[src/inc/dcds_pkg.sv]
// constants and types for the clock, delay loop and sysref config bank
// assumes byte-wide registers on a 15-bit serial-port address space
package dcds_pkg;
	// --------------------------------------------------------------------
	// serial port framing
	// --------------------------------------------------------------------
	localparam int ADDR_W = 15;
	localparam int RNW_BIT = 15;
	typedef logic [ADDR_W-1:0] dcds_addr_t;
	typedef logic [7:0]        dcds_byte_t;
	typedef logic [4:0]        dcds_cnt_t;
	localparam dcds_cnt_t INSTR_LAST = 5'h0f;
	localparam dcds_cnt_t DATA_FIRST = 5'h10;
	localparam dcds_cnt_t DATA_LAST  = 5'h17;
	// --------------------------------------------------------------------
	// register offsets, writable masks, reset values
	// --------------------------------------------------------------------
	localparam dcds_addr_t OFS_REF_CLK    = 15'h084;
	localparam dcds_addr_t OFS_SYSREF_CFG = 15'h088;
	localparam dcds_addr_t OFS_SYSREF_HYS = 15'h089;
	localparam dcds_addr_t OFS_DLL_PWR    = 15'h090;
	localparam dcds_addr_t OFS_DLL_POL    = 15'h091;
	localparam dcds_byte_t MASK_REF_CLK    = 8'h31;
	localparam dcds_byte_t MASK_SYSREF_CFG = 8'h0f;
	localparam dcds_byte_t MASK_SYSREF_HYS = 8'hff;
	localparam dcds_byte_t MASK_DLL_PWR    = 8'h1f;
	localparam dcds_byte_t MASK_DLL_POL    = 8'he0;
	localparam dcds_byte_t RST_REF_CLK    = 8'h00;
	localparam dcds_byte_t RST_SYSREF_CFG = 8'h00;
	localparam dcds_byte_t RST_SYSREF_HYS = 8'h00;
	localparam dcds_byte_t RST_DLL_PWR    = 8'h1f;
	localparam dcds_byte_t RST_DLL_POL    = 8'he0;
	// --------------------------------------------------------------------
	// field positions
	// --------------------------------------------------------------------
	localparam int REF_RATE_LSB   = 4;
	localparam int REF_PD_BIT     = 0;
	localparam int SYSREF_HYSTERESIS_ENABLE_BIT     = 3;
	localparam int EDGE_BIT       = 2;
	localparam int HYS_HI_LSB     = 0;
	localparam int FINE_DC_BIT    = 4;
	localparam int FINE_XC_BIT    = 3;
	localparam int COARSE_DC_BIT  = 2;
	localparam int COARSE_XC_BIT  = 1;
	localparam int DELAY_LOOP_POWER_AND_CORRECTION_BIT     = 0;
	localparam int TRACK_ERR_BIT  = 7;
	localparam int SEARCH_ERR_BIT = 6;
	localparam int SLOPE_BIT      = 5;
	// --------------------------------------------------------------------
	// field codes
	// --------------------------------------------------------------------
	typedef enum logic [1:0] {
		RATE_X1  = 2'h0,
		RATE_X2  = 2'h1,
		RATE_X4  = 2'h2,
		RATE_OFF = 2'h3
	} dcds_rate_e;
	typedef logic [2:0] dcds_mult_t;
	localparam dcds_mult_t MULT_X1   = 3'h1;
	localparam dcds_mult_t MULT_X2   = 3'h2;
	localparam dcds_mult_t MULT_X4   = 3'h4;
	localparam dcds_mult_t MULT_NONE = 3'h0;
	localparam int HYS_W = 10;
	typedef logic [6:0] dcds_mv_t;
	localparam dcds_mv_t HYS_STEP_MV = 7'h0a;
endpackage

[src/inc/dcds_ctrl_if.sv]
// register access strobes between the serial engine and the bank
// assumes one clock; rdata answers combinationally to addr
`timescale 1ns/100ps
`default_nettype none
interface dcds_ctrl_if;
	import dcds_pkg::*;
	dcds_addr_t addr;
	logic       wr_stb;
	dcds_byte_t wdata;
	dcds_byte_t rdata;
	modport spi (output addr, output wr_stb, output wdata, input rdata);
	modport regs (input addr, input wr_stb, input wdata, output rdata);
endinterface
`default_nettype wire

[src/hw/dcds_sync.sv]
// two-stage synchroniser for pin inputs
// assumes inputs are asynchronous to clk and change slowly
`timescale 1ns/100ps
`default_nettype none
module dcds_sync #(
	parameter int          W       = 1,
	parameter logic [W-1:0] RST_VAL = '0
) (
	input  wire logic         clk,
	input  wire logic         rstn,
	input  wire logic [W-1:0] async_in,
	output var  logic [W-1:0] sync_out
);
	logic [W-1:0] meta_ff;
	// first stage feeds only the second
	always_ff @(posedge clk) begin
		if (!rstn) begin
			meta_ff  <= RST_VAL;
			sync_out <= RST_VAL;
		end else begin
			meta_ff  <= async_in;
			sync_out <= meta_ff;
		end
	end
endmodule // dcds_sync
`default_nettype wire

[src/hw/dcds_spi_slave.sv]
// serial control port engine: 16-bit instruction then data bytes
// assumes synchronised pins and sclk slower than clk by at least 8x
`timescale 1ns/100ps
`default_nettype none
module dcds_spi_slave
	import dcds_pkg::*;
(
	input  wire logic  clk,
	input  wire logic  rstn,
	input  wire logic  cs_n_s,
	input  wire logic  sclk_s,
	input  wire logic  sdi_s,
	output var  logic  sdo,
	output var  logic  sdo_oe_n,
	dcds_ctrl_if.spi   bus
);
	logic        sclk_d_ff;
	dcds_cnt_t   cnt_ff;
	logic [15:0] instr_ff;
	dcds_byte_t  rx_ff;
	dcds_byte_t  tx_ff;
	logic        rnw_ff;
	logic        load_ff;
	logic        adv_ff;
	dcds_addr_t  addr_ff;
	logic        wr_stb_ff;
	dcds_byte_t  wdata_ff;
	logic        active;
	logic        rise;
	logic        fall;
	logic        instr_done;
	logic        byte_done;
	logic [15:0] nxt_instr;
	dcds_byte_t  nxt_rx;

	assign active     = ~cs_n_s;
	assign rise       = active & sclk_s & ~sclk_d_ff;
	assign fall       = active & ~sclk_s & sclk_d_ff;
	assign nxt_instr  = {instr_ff[14:0], sdi_s};
	assign nxt_rx     = {rx_ff[6:0], sdi_s};
	assign instr_done = rise & (cnt_ff == INSTR_LAST);
	assign byte_done  = rise & (cnt_ff == DATA_LAST);
	assign bus.addr   = addr_ff;
	assign bus.wr_stb = wr_stb_ff;
	assign bus.wdata  = wdata_ff;

	always_ff @(posedge clk) begin
		if (!rstn) begin
			sclk_d_ff <= 1'b0;
		end else begin
			sclk_d_ff <= sclk_s;
		end
	end

	// bytes stream until chip select rises
	always_ff @(posedge clk) begin
		if (!rstn || !active) begin
			cnt_ff   <= '0;
			instr_ff <= '0;
			rx_ff    <= '0;
		end else if (rise) begin
			if (cnt_ff <= INSTR_LAST) begin
				instr_ff <= nxt_instr;
			end else begin
				rx_ff <= nxt_rx;
			end
			cnt_ff <= (cnt_ff == DATA_LAST) ? DATA_FIRST : dcds_cnt_t'(cnt_ff + 5'h01);
		end
	end

	// address ascends after each byte
	always_ff @(posedge clk) begin
		if (!rstn) begin
			addr_ff <= '0;
			rnw_ff  <= 1'b0;
		end else if (instr_done) begin
			addr_ff <= nxt_instr[ADDR_W-1:0];
			rnw_ff  <= nxt_instr[RNW_BIT];
		end else if (adv_ff) begin
			addr_ff <= dcds_addr_t'(addr_ff + 15'h0001);
		end
	end

	always_ff @(posedge clk) begin
		if (!rstn) begin
			wr_stb_ff <= 1'b0;
			wdata_ff  <= '0;
			adv_ff    <= 1'b0;
			load_ff   <= 1'b0;
		end else begin
			wr_stb_ff <= byte_done & ~rnw_ff;
			adv_ff    <= byte_done;
			load_ff   <= instr_done | adv_ff;
			if (byte_done) begin
				wdata_ff <= nxt_rx;
			end
		end
	end

	// read data leaves on falling sclk, msb first
	always_ff @(posedge clk) begin
		if (!rstn) begin
			tx_ff    <= '0;
			sdo      <= 1'b0;
			sdo_oe_n <= 1'b1;
		end else if (!active) begin
			sdo_oe_n <= 1'b1;
		end else if (load_ff) begin
			tx_ff <= bus.rdata;
		end else if (fall && rnw_ff && cnt_ff >= DATA_FIRST) begin
			sdo      <= tx_ff[7];
			tx_ff    <= {tx_ff[6:0], 1'b0};
			sdo_oe_n <= 1'b0;
		end
	end
endmodule // dcds_spi_slave
`default_nettype wire

[src/hw/dcds_top.sv]
// config bank for reference clock, sysref receiver and delay loop
// assumes serial pins are asynchronous; dll controller events are on clk
`timescale 1ns/100ps
`default_nettype none
module dcds_top
	import dcds_pkg::*;
(
	input  wire logic               clk,
	input  wire logic               rstn,
	input  wire logic               spi_cs_n,
	input  wire logic               spi_sclk,
	input  wire logic               spi_sdi,
	output var  logic               spi_sdo,
	output var  logic               spi_sdo_oe_n,
	input  wire logic               dll_search_error,
	input  wire logic               dll_track_error,
	output var  dcds_pkg::dcds_rate_e ref_clk_rate,
	output var  logic               ref_clock_power_down,
	output var  logic               ref_clk_active,
	output var  dcds_pkg::dcds_mult_t ref_clk_mult,
	output var  logic               sysref_hysteresis_enable,
	output var  logic               sysref_edge_select,
	output var  logic [9:0]         sysref_hysteresis_amount,
	output var  logic [9:0]         sysref_hysteresis_applied,
	output var  dcds_pkg::dcds_mv_t sysref_hysteresis_mv,
	output var  logic               fine_line_duty_correct_en,
	output var  logic               fine_line_cross_control_en,
	output var  logic               coarse_line_duty_correct_en,
	output var  logic               coarse_line_cross_control_en,
	output var  logic               delay_loop_power_down,
	output var  logic               clock_gen_power_down,
	output var  logic               dll_ctrl_power_up,
	output var  logic               dll_slope,
	output var  logic               dll_search_err_retry,
	output var  logic               dll_track_err_restart,
	output var  logic               dll_search_halt,
	output var  logic               dll_search_retry,
	output var  logic               dll_track_restart
);
	import dcds_pkg::*;

	// --------------------------------------------------------------------
	// functions
	// --------------------------------------------------------------------
	function automatic logic hit(dcds_addr_t a, dcds_addr_t ofs);
		hit = (a == ofs);
	endfunction

	function automatic dcds_mult_t rate_mult(logic [1:0] code);
		unique case (code)
			RATE_X1: rate_mult = MULT_X1;
			RATE_X2: rate_mult = MULT_X2;
			RATE_X4: rate_mult = MULT_X4;
			RATE_OFF: rate_mult = MULT_NONE;
		endcase
	endfunction

	// each set bit adds one 10 mV step, so the sum is ten times the population count
	function automatic dcds_mv_t hys_mv(logic [HYS_W-1:0] v);
		dcds_mv_t acc;
		acc = '0;
		for (int i = 0; i < HYS_W; i++) begin
			if (v[i]) begin
				acc = dcds_mv_t'(acc + HYS_STEP_MV);
			end
		end
		hys_mv = acc;
	endfunction

	// --------------------------------------------------------------------
	// pins and serial engine
	// --------------------------------------------------------------------
	logic cs_n_s;
	logic sclk_s;
	logic sdi_s;

	dcds_ctrl_if bus ();

	dcds_sync #(
		.W       (3),
		.RST_VAL (3'h4)
	) u_sync (
		.clk      (clk),
		.rstn     (rstn),
		.async_in ({spi_cs_n, spi_sclk, spi_sdi}),
		.sync_out ({cs_n_s, sclk_s, sdi_s})
	);

	dcds_spi_slave u_spi (
		.clk      (clk),
		.rstn     (rstn),
		.cs_n_s   (cs_n_s),
		.sclk_s   (sclk_s),
		.sdi_s    (sdi_s),
		.sdo      (spi_sdo),
		.sdo_oe_n (spi_sdo_oe_n),
		.bus      (bus)
	);

	// --------------------------------------------------------------------
	// register storage
	// --------------------------------------------------------------------
	dcds_byte_t ref_clk_ff;
	dcds_byte_t sysref_cfg_ff;
	dcds_byte_t sysref_hys_ff;
	dcds_byte_t dll_pwr_ff;
	dcds_byte_t dll_pol_ff;
	logic       wr_ref;
	logic       wr_cfg;
	logic       wr_hys;
	logic       wr_pwr;
	logic       wr_pol;

	assign wr_ref = bus.wr_stb & hit(bus.addr, OFS_REF_CLK);
	assign wr_cfg = bus.wr_stb & hit(bus.addr, OFS_SYSREF_CFG);
	assign wr_hys = bus.wr_stb & hit(bus.addr, OFS_SYSREF_HYS);
	assign wr_pwr = bus.wr_stb & hit(bus.addr, OFS_DLL_PWR);
	assign wr_pol = bus.wr_stb & hit(bus.addr, OFS_DLL_POL);

	// masking keeps reserved bits at zero
	always_ff @(posedge clk) begin
		if (!rstn) begin
			ref_clk_ff <= RST_REF_CLK;
		end else if (wr_ref) begin
			ref_clk_ff <= bus.wdata & MASK_REF_CLK;
		end
	end

	always_ff @(posedge clk) begin
		if (!rstn) begin
			sysref_cfg_ff <= RST_SYSREF_CFG;
		end else if (wr_cfg) begin
			sysref_cfg_ff <= bus.wdata & MASK_SYSREF_CFG;
		end
	end

	always_ff @(posedge clk) begin
		if (!rstn) begin
			sysref_hys_ff <= RST_SYSREF_HYS;
		end else if (wr_hys) begin
			sysref_hys_ff <= bus.wdata & MASK_SYSREF_HYS;
		end
	end

	always_ff @(posedge clk) begin
		if (!rstn) begin
			dll_pwr_ff <= RST_DLL_PWR;
		end else if (wr_pwr) begin
			dll_pwr_ff <= bus.wdata & MASK_DLL_PWR;
		end
	end

	always_ff @(posedge clk) begin
		if (!rstn) begin
			dll_pol_ff <= RST_DLL_POL;
		end else if (wr_pol) begin
			dll_pol_ff <= bus.wdata & MASK_DLL_POL;
		end
	end

	// --------------------------------------------------------------------
	// read back
	// --------------------------------------------------------------------
	// unmapped addresses read zero
	always_comb begin
		bus.rdata = '0;
		if (hit(bus.addr, OFS_REF_CLK)) begin
			bus.rdata = ref_clk_ff;
		end else if (hit(bus.addr, OFS_SYSREF_CFG)) begin
			bus.rdata = sysref_cfg_ff;
		end else if (hit(bus.addr, OFS_SYSREF_HYS)) begin
			bus.rdata = sysref_hys_ff;
		end else if (hit(bus.addr, OFS_DLL_PWR)) begin
			bus.rdata = dll_pwr_ff;
		end else if (hit(bus.addr, OFS_DLL_POL)) begin
			bus.rdata = dll_pol_ff;
		end
	end

	// --------------------------------------------------------------------
	// direct field outputs
	// --------------------------------------------------------------------
	assign ref_clk_rate                 = dcds_rate_e'(ref_clk_ff[REF_RATE_LSB +: 2]);
	assign ref_clock_power_down         = ref_clk_ff[REF_PD_BIT];
	assign sysref_hysteresis_enable     = sysref_cfg_ff[SYSREF_HYSTERESIS_ENABLE_BIT];
	assign sysref_edge_select           = sysref_cfg_ff[EDGE_BIT];
	assign sysref_hysteresis_amount     = {sysref_cfg_ff[HYS_HI_LSB +: 2], sysref_hys_ff};
	assign fine_line_duty_correct_en    = dll_pwr_ff[FINE_DC_BIT];
	assign fine_line_cross_control_en   = dll_pwr_ff[FINE_XC_BIT];
	assign coarse_line_duty_correct_en  = dll_pwr_ff[COARSE_DC_BIT];
	assign coarse_line_cross_control_en = dll_pwr_ff[COARSE_XC_BIT];
	assign delay_loop_power_down        = dll_pwr_ff[DELAY_LOOP_POWER_AND_CORRECTION_BIT];
	assign dll_slope                    = dll_pol_ff[SLOPE_BIT];
	assign dll_search_err_retry         = dll_pol_ff[SEARCH_ERR_BIT];
	assign dll_track_err_restart        = dll_pol_ff[TRACK_ERR_BIT];

	// --------------------------------------------------------------------
	// decoded outputs
	// --------------------------------------------------------------------
	// one cycle behind the register, so outputs stay flop-driven
	always_ff @(posedge clk) begin
		if (!rstn) begin
			ref_clk_mult <= MULT_NONE;
		end else begin
			ref_clk_mult <= ref_clk_ff[REF_PD_BIT] ? MULT_NONE
			                : rate_mult(ref_clk_ff[REF_RATE_LSB +: 2]);
		end
	end

	// power down overrides any rate code
	always_ff @(posedge clk) begin
		if (!rstn) begin
			ref_clk_active <= 1'b0;
		end else begin
			ref_clk_active <= ~ref_clk_ff[REF_PD_BIT]
			                  & (ref_clk_ff[REF_RATE_LSB +: 2] != RATE_OFF);
		end
	end

	always_ff @(posedge clk) begin
		if (!rstn) begin
			sysref_hysteresis_applied <= '0;
		end else if (sysref_cfg_ff[SYSREF_HYSTERESIS_ENABLE_BIT]) begin
			sysref_hysteresis_applied <= {sysref_cfg_ff[HYS_HI_LSB +: 2], sysref_hys_ff};
		end else begin
			sysref_hysteresis_applied <= '0;
		end
	end

	// same gate as applied, so both outputs move on one edge
	always_ff @(posedge clk) begin
		if (!rstn) begin
			sysref_hysteresis_mv <= '0;
		end else if (sysref_cfg_ff[SYSREF_HYSTERESIS_ENABLE_BIT]) begin
			sysref_hysteresis_mv <= hys_mv({sysref_cfg_ff[HYS_HI_LSB +: 2], sysref_hys_ff});
		end else begin
			sysref_hysteresis_mv <= '0;
		end
	end

	// the clock generator shares the loop's power bit
	always_ff @(posedge clk) begin
		if (!rstn) begin
			clock_gen_power_down <= RST_DLL_PWR[DELAY_LOOP_POWER_AND_CORRECTION_BIT];
		end else begin
			clock_gen_power_down <= dll_pwr_ff[DELAY_LOOP_POWER_AND_CORRECTION_BIT];
		end
	end

	// controller power is the inverse sense of the same bit
	always_ff @(posedge clk) begin
		if (!rstn) begin
			dll_ctrl_power_up <= ~RST_DLL_PWR[DELAY_LOOP_POWER_AND_CORRECTION_BIT];
		end else begin
			dll_ctrl_power_up <= ~dll_pwr_ff[DELAY_LOOP_POWER_AND_CORRECTION_BIT];
		end
	end

	// --------------------------------------------------------------------
	// controller error policy
	// --------------------------------------------------------------------
	// errors from a powered-down controller are ignored
	logic ctrl_on;
	assign ctrl_on = ~dll_pwr_ff[DELAY_LOOP_POWER_AND_CORRECTION_BIT];

	always_ff @(posedge clk) begin
		if (!rstn) begin
			dll_search_retry <= 1'b0;
		end else begin
			dll_search_retry <= ctrl_on & dll_search_error & dll_pol_ff[SEARCH_ERR_BIT];
		end
	end

	// continue on track error means no pulse at all
	always_ff @(posedge clk) begin
		if (!rstn) begin
			dll_track_restart <= 1'b0;
		end else begin
			dll_track_restart <= ctrl_on & dll_track_error & dll_pol_ff[TRACK_ERR_BIT];
		end
	end

	// halt holds until software rewrites policy or powers down;
	// a new error in the policy-write clearing cycle keeps the halt
	always_ff @(posedge clk) begin
		if (!rstn) begin
			dll_search_halt <= 1'b0;
		end else if (ctrl_on && dll_search_error && !dll_pol_ff[SEARCH_ERR_BIT]) begin
			dll_search_halt <= 1'b1;
		end else if (wr_pol || !ctrl_on) begin
			dll_search_halt <= 1'b0;
		end
	end
endmodule // dcds_top
`default_nettype wire

[config.mk]
export PLATFORM = sky130hd
export DESIGN_NAME = dcds_top
export DESIGN_NICKNAME = d
export VERILOG_FILES = /design/src/inc/dcds_pkg.sv /design/src/inc/dcds_ctrl_if.sv /design/src/hw/dcds_sync.sv /design/src/hw/dcds_spi_slave.sv /design/src/hw/dcds_top.sv
export SDC_FILE = /design/constraint.sdc
export NUM_CORES = 1
export LEC_CHECK = 0
export ABC_AREA = 1
export ABC_CLOCK_PERIOD_IN_PS = 5980
export BUFFER_PORTS_ARGS = -buffer_cell sky130_fd_sc_hd__buf_2
export CORE_AREA = 2 2 117 119
export DETAILED_ROUTE_END_ITERATION = 16
export DIE_AREA = 0 0 119 121
export SLEW_MARGIN = 20
export SYNTH_ARGS = -nofsm -noshare
export SYNTH_HDL_FRONTEND = slang
export SYNTH_SLANG_ARGS = --single-unit
export TNS_END_PERCENT = 1
[constraint.sdc]
create_clock -name clk -period 5.98 [get_ports clk]
set_input_delay 0 -clock clk [delete_from_list [all_inputs] [get_ports clk]]
set_output_delay 0 -clock clk [all_outputs]
set_load 0.1 [all_outputs]
==> flow_metrics.py <==
metrics = {
    "layout": {
        "fillerInstances": 1321,
        "post-route-cell-area_sq_mm": 0.00698,
        "finalNetCount": 918,
        "final_util_pct": 53.3,
        "diodes": 0,
        "area.growth.synth_to_final_pct": 19.5,
        "post_route_cells_drive_above_1_share_pct": 14.5,
    },
    "drt": {
        "viasPerCell": 5.02,
        "routed_wl_um": 13900,
        "wire_per_inst_um": 12.8,
        "drtAntennaViolNets": 0,
        "drc": 0,
        "vias": 5442,
        "dr.pass1.iters": 6,
        "drt_iter0_drc": 253,
    },
    "timing": {
        "setup_viol": 0,
        "slew_viol_final": 0,
        "rsz0062_at_grt": "no",
        "fin_tns_setup_ps": 0,
        "hold-worst-slack_ps": 141,
        "fmax_ghz": 0.213,
        "finalCritPeriodShare_pct": 78.3,
        "finalCriticalPeriod_ps": 4680,
        "slew-limit-headroom_pct": 31.6,
        "skew_ps": 5.90,
        "hold_viol": 0,
        "tightest_slew_ps": 1030,
    },
    "synth": {
        "seq_area_frac_synth_pct": 40.8,
        "synth-edff-count": 0,
        "synth_cells": 835,
        "synth-async-reset-ratio_pct": 0,
        "ys_top_cells_by_count": "175 x nand2_1, 119 x dfxtp_1, 113 x inv_1",
        "yosysTopAreaCell": "dfxtp_1",
        "syn_nets": 858,
        "yosysWarnings": 0,
        "synth_most_common_cell": "nand2_1",
        "synthTopCellsByArea": "dfxtp_1 41%, nand2_1 11%, inv_1 7.3%, o21ai_0 6.9%, a21oi_1 6.2%",
        "synth_cell_types": 38,
        "syn_area_per_cell_sq_um": 6.99,
        "synth.top_cell.area_share_pct": 40.8,
        "synth-main-ff-cell": "dfxtp_1",
        "syn-cell-area_sq_mm": 0.00584,
        "ys_seq_elements": 119,
    },
    "place": {
        "dpl.hpwl_um": 10400,
        "gp_congestion": 0.824,
        "io_buffers": 56,
        "dpl-instance-area_sq_mm": 0.00626,
    },
    "worst_setup_path": {
        "start_kind": "flip-flop",
        "cpMostUsedCell": "nand2_1",
        "critPathMaxStageDelay_ps": 400,
        "cpLargestDelayFamily": "simple AND/OR/NAND/NOR gates",
        "r2r_start": "sysref_hys_ff[1]$_SDFFE_PN0P_",
        "cp-end-kind": "flip-flop",
        "path_max_fanout": 5,
        "critPathLaunch": "sysref_hys_ff[1]$_SDFFE_PN0P_",
        "path_depth": 27,
        "cp-endpoint": "sysref_hysteresis_mv[6]$_SDFF_PN0_",
        "timing.rr.end": "sysref_hysteresis_mv[6]$_SDFF_PN0_",
        "arrival_ps": 4990,
        "r2r_slack_ps": 1300,
        "path_class": "flip-flop to flip-flop",
        "critPathRequiredTime_ps": 6280,
        "cpMaxStageDelayCell": "dfxtp_1",
        "r2r_cells": 27,
        "cp_num_buf_inv": 2,
    },
    "power_and_ir_drop": {
        "power.switching_mw": 0.380,
        "ir_drop_mv": 0.221,
        "p_sw_share_pct": 19.4,
        "fin_total_pwr_mw": 1.96,
        "powerDensity_mw_per_mm2": 280,
        "seqPwrFrac_pct": 40.8,
        "p_comb_share_pct": 1.6,
        "pwr-share-clk_pct": 57.6,
        "leakagePower_nw": 3.18,
        "p_int_mw": 1.58,
    },
    "global_route": {
        "grt_usage_pct": 20.1,
        "grt_max_degree": 56,
        "overflow": 0,
        "grt_pass1_vias": 5239,
        "antenna_found_initial": 0,
        "grt_pass1_wl_um": 23500,
    },
    "cts": {
        "clock_path_buffers": 2,
        "path_clk_slew_ps": 60,
        "cts_max_level": 4,
        "numClockSinks": 119,
        "cts_tree": "built",
        "numCtsBuffers": 17,
        "cts_resized": 0,
        "clkLatencyLatePin_ps": 410,
        "clockRootBuffer": "clkbuf_16",
    },
    "die": {
        "io_pins": 58,
        "start_util_pct": 44.6,
        "rows": 42,
        "coreArea_sq_mm": 0.0131,
        "die_h_um": 121,
        "die_w_um": 119,
        "dieArea_sq_mm": 0.0144,
    },
    "worst_hold_path": {
        "hold_class": "primary input to flip-flop",
        "hold_start": "rstn",
    },
    "run_status": {
        "status": "completed",
    },
    "run": {
        "maxCapViolCount": 0,
    },
}
## metal layers
metal | GRT usage (%) | share of wire, % | up-vias
li1 | - | - | 2840
met1 | 23.5 | 45 | 2468
met2 | 35.8 | 50 | 109
met3 | 3.62 | 3.1 | 25
met4 | 9.45 | 2.4 | 0
met5 | 0 | 0 | -
## tightest hold or removal path, cell delays in order
cell and delay [ps]:
buf_2 90, buf_4 270, nand3_1 140
## cells by family after synthesis
group	after synthesis	share of synthesized area [%]
xor+xnor	12	1.80
simple gates	361	27.7
fa+ha+maj	16	3.43
buf+inv	141	9.22
compound gates	185	17.0
other cells	1	0.0642
flops	119	40.8
## cell usage in the layout (no fill, tap or decap), drive strengths merged, types with 2 or more instances in the layout
cell type,netlist,layout
clkinv,0,5
o211ai,12,12
dfxtp,119,119
xor2,10,10
nand2,200,200
clkbuf,17,20
buf,5,58
a21oi,73,73
ha,16,16
nor4,3,3
nor2,75,75
nand4,11,11
a31oi,10,10
o21ai,81,81
o221ai,2,2
inv,119,119
o22ai,4,4
xnor2,2,2
or2,5,5
dlygate4sd3,0,5
bufinv,0,5
nand3,48,48
clkinvlp,0,2
nor3,17,17
## worst min-delay path by stage
| stage | to | cells past startpoint | slack, ps |
|---|---|---|---|
| 5_1_grt | dll_pwr_ff[4]$_SDFFE_PN1P_ | 3 | 160 |
| 4_1_cts | dll_pwr_ff[4]$_SDFFE_PN1P_ | 3 | 130 |
| 2_1_floorplan | u_sync.meta_ff[0]$_SDFF_PN0_ | 2 | 100 |
| 6_report | dll_pwr_ff[4]$_SDFFE_PN1P_ | 3 | 140 |
| 3_5_place_dp | u_sync.meta_ff[1]$_SDFF_PN0_ | 3 | 190 |
| 3_3_place_gp | u_sync.meta_ff[1]$_SDFF_PN0_ | 3 | 190 |
## power by group through the flow
stage          combinational (mW)  clock (mW)  sequential (mW)
6_report                   0.0319        1.13            0.797
5_1_grt                    0.0352        1.18            0.797
4_1_cts                    0.0321        1.15            0.797
3_5_place_dp               0.0295           0            0.814
3_3_place_gp               0.0296           0            0.814
2_1_floorplan              0.0179           0            0.819
## sequential cells by signal, summed over array words and instances, names as in the netlist, 3 cells and up
name and flops:
sysref_hysteresis_applied 10, u_sync.sync_out 3, u_spi.tx_ff 8, sysref_cfg_ff 4
u_sync.meta_ff 3, ref_clk_mult 3, sysref_hys_ff 8, sysref_hysteresis_mv 6
ref_clk_ff 3, u_spi.bus.wdata 8, u_spi.bus.addr 15, u_spi.cnt_ff 5
dll_pwr_ff 5, dll_pol_ff 3, u_spi.rx_ff 7, u_spi.instr_ff 15
## metrics by stage
stage | std cells | setup slack [ps]
2_1_floorplan | 835 | 866
3_3_place_gp | 1047 | 1500
3_5_place_dp | 1047 | 1300
4_1_cts | 1084 | 1250
5_1_grt | 1084 | 882
6_report | 1084 | 1300
## cell type report
| cell class | count | area [sq um] | share of cell area, % |
|---|---|---|---|
| clock buffers | 20 | 467 | 6.69 |
| clock inverters | 12 | 198 | 2.83 |
| inverters | 119 | 449 | 6.44 |
| multi-input cells | 575 | 2920 | 41.8 |
| flip-flops and latches | 119 | 2380 | 34.1 |
| well taps | 176 | 220 | 3.16 |
| repair buffers | 63 | 345 | 4.95 |
## timing repair
action / in CTS / in global routing
hold buffers: 5 / 0
buffers inserted: 0 / 0
endpoints found under the hold margin: 6 / 0
Power figures use the tool's default switching activity.
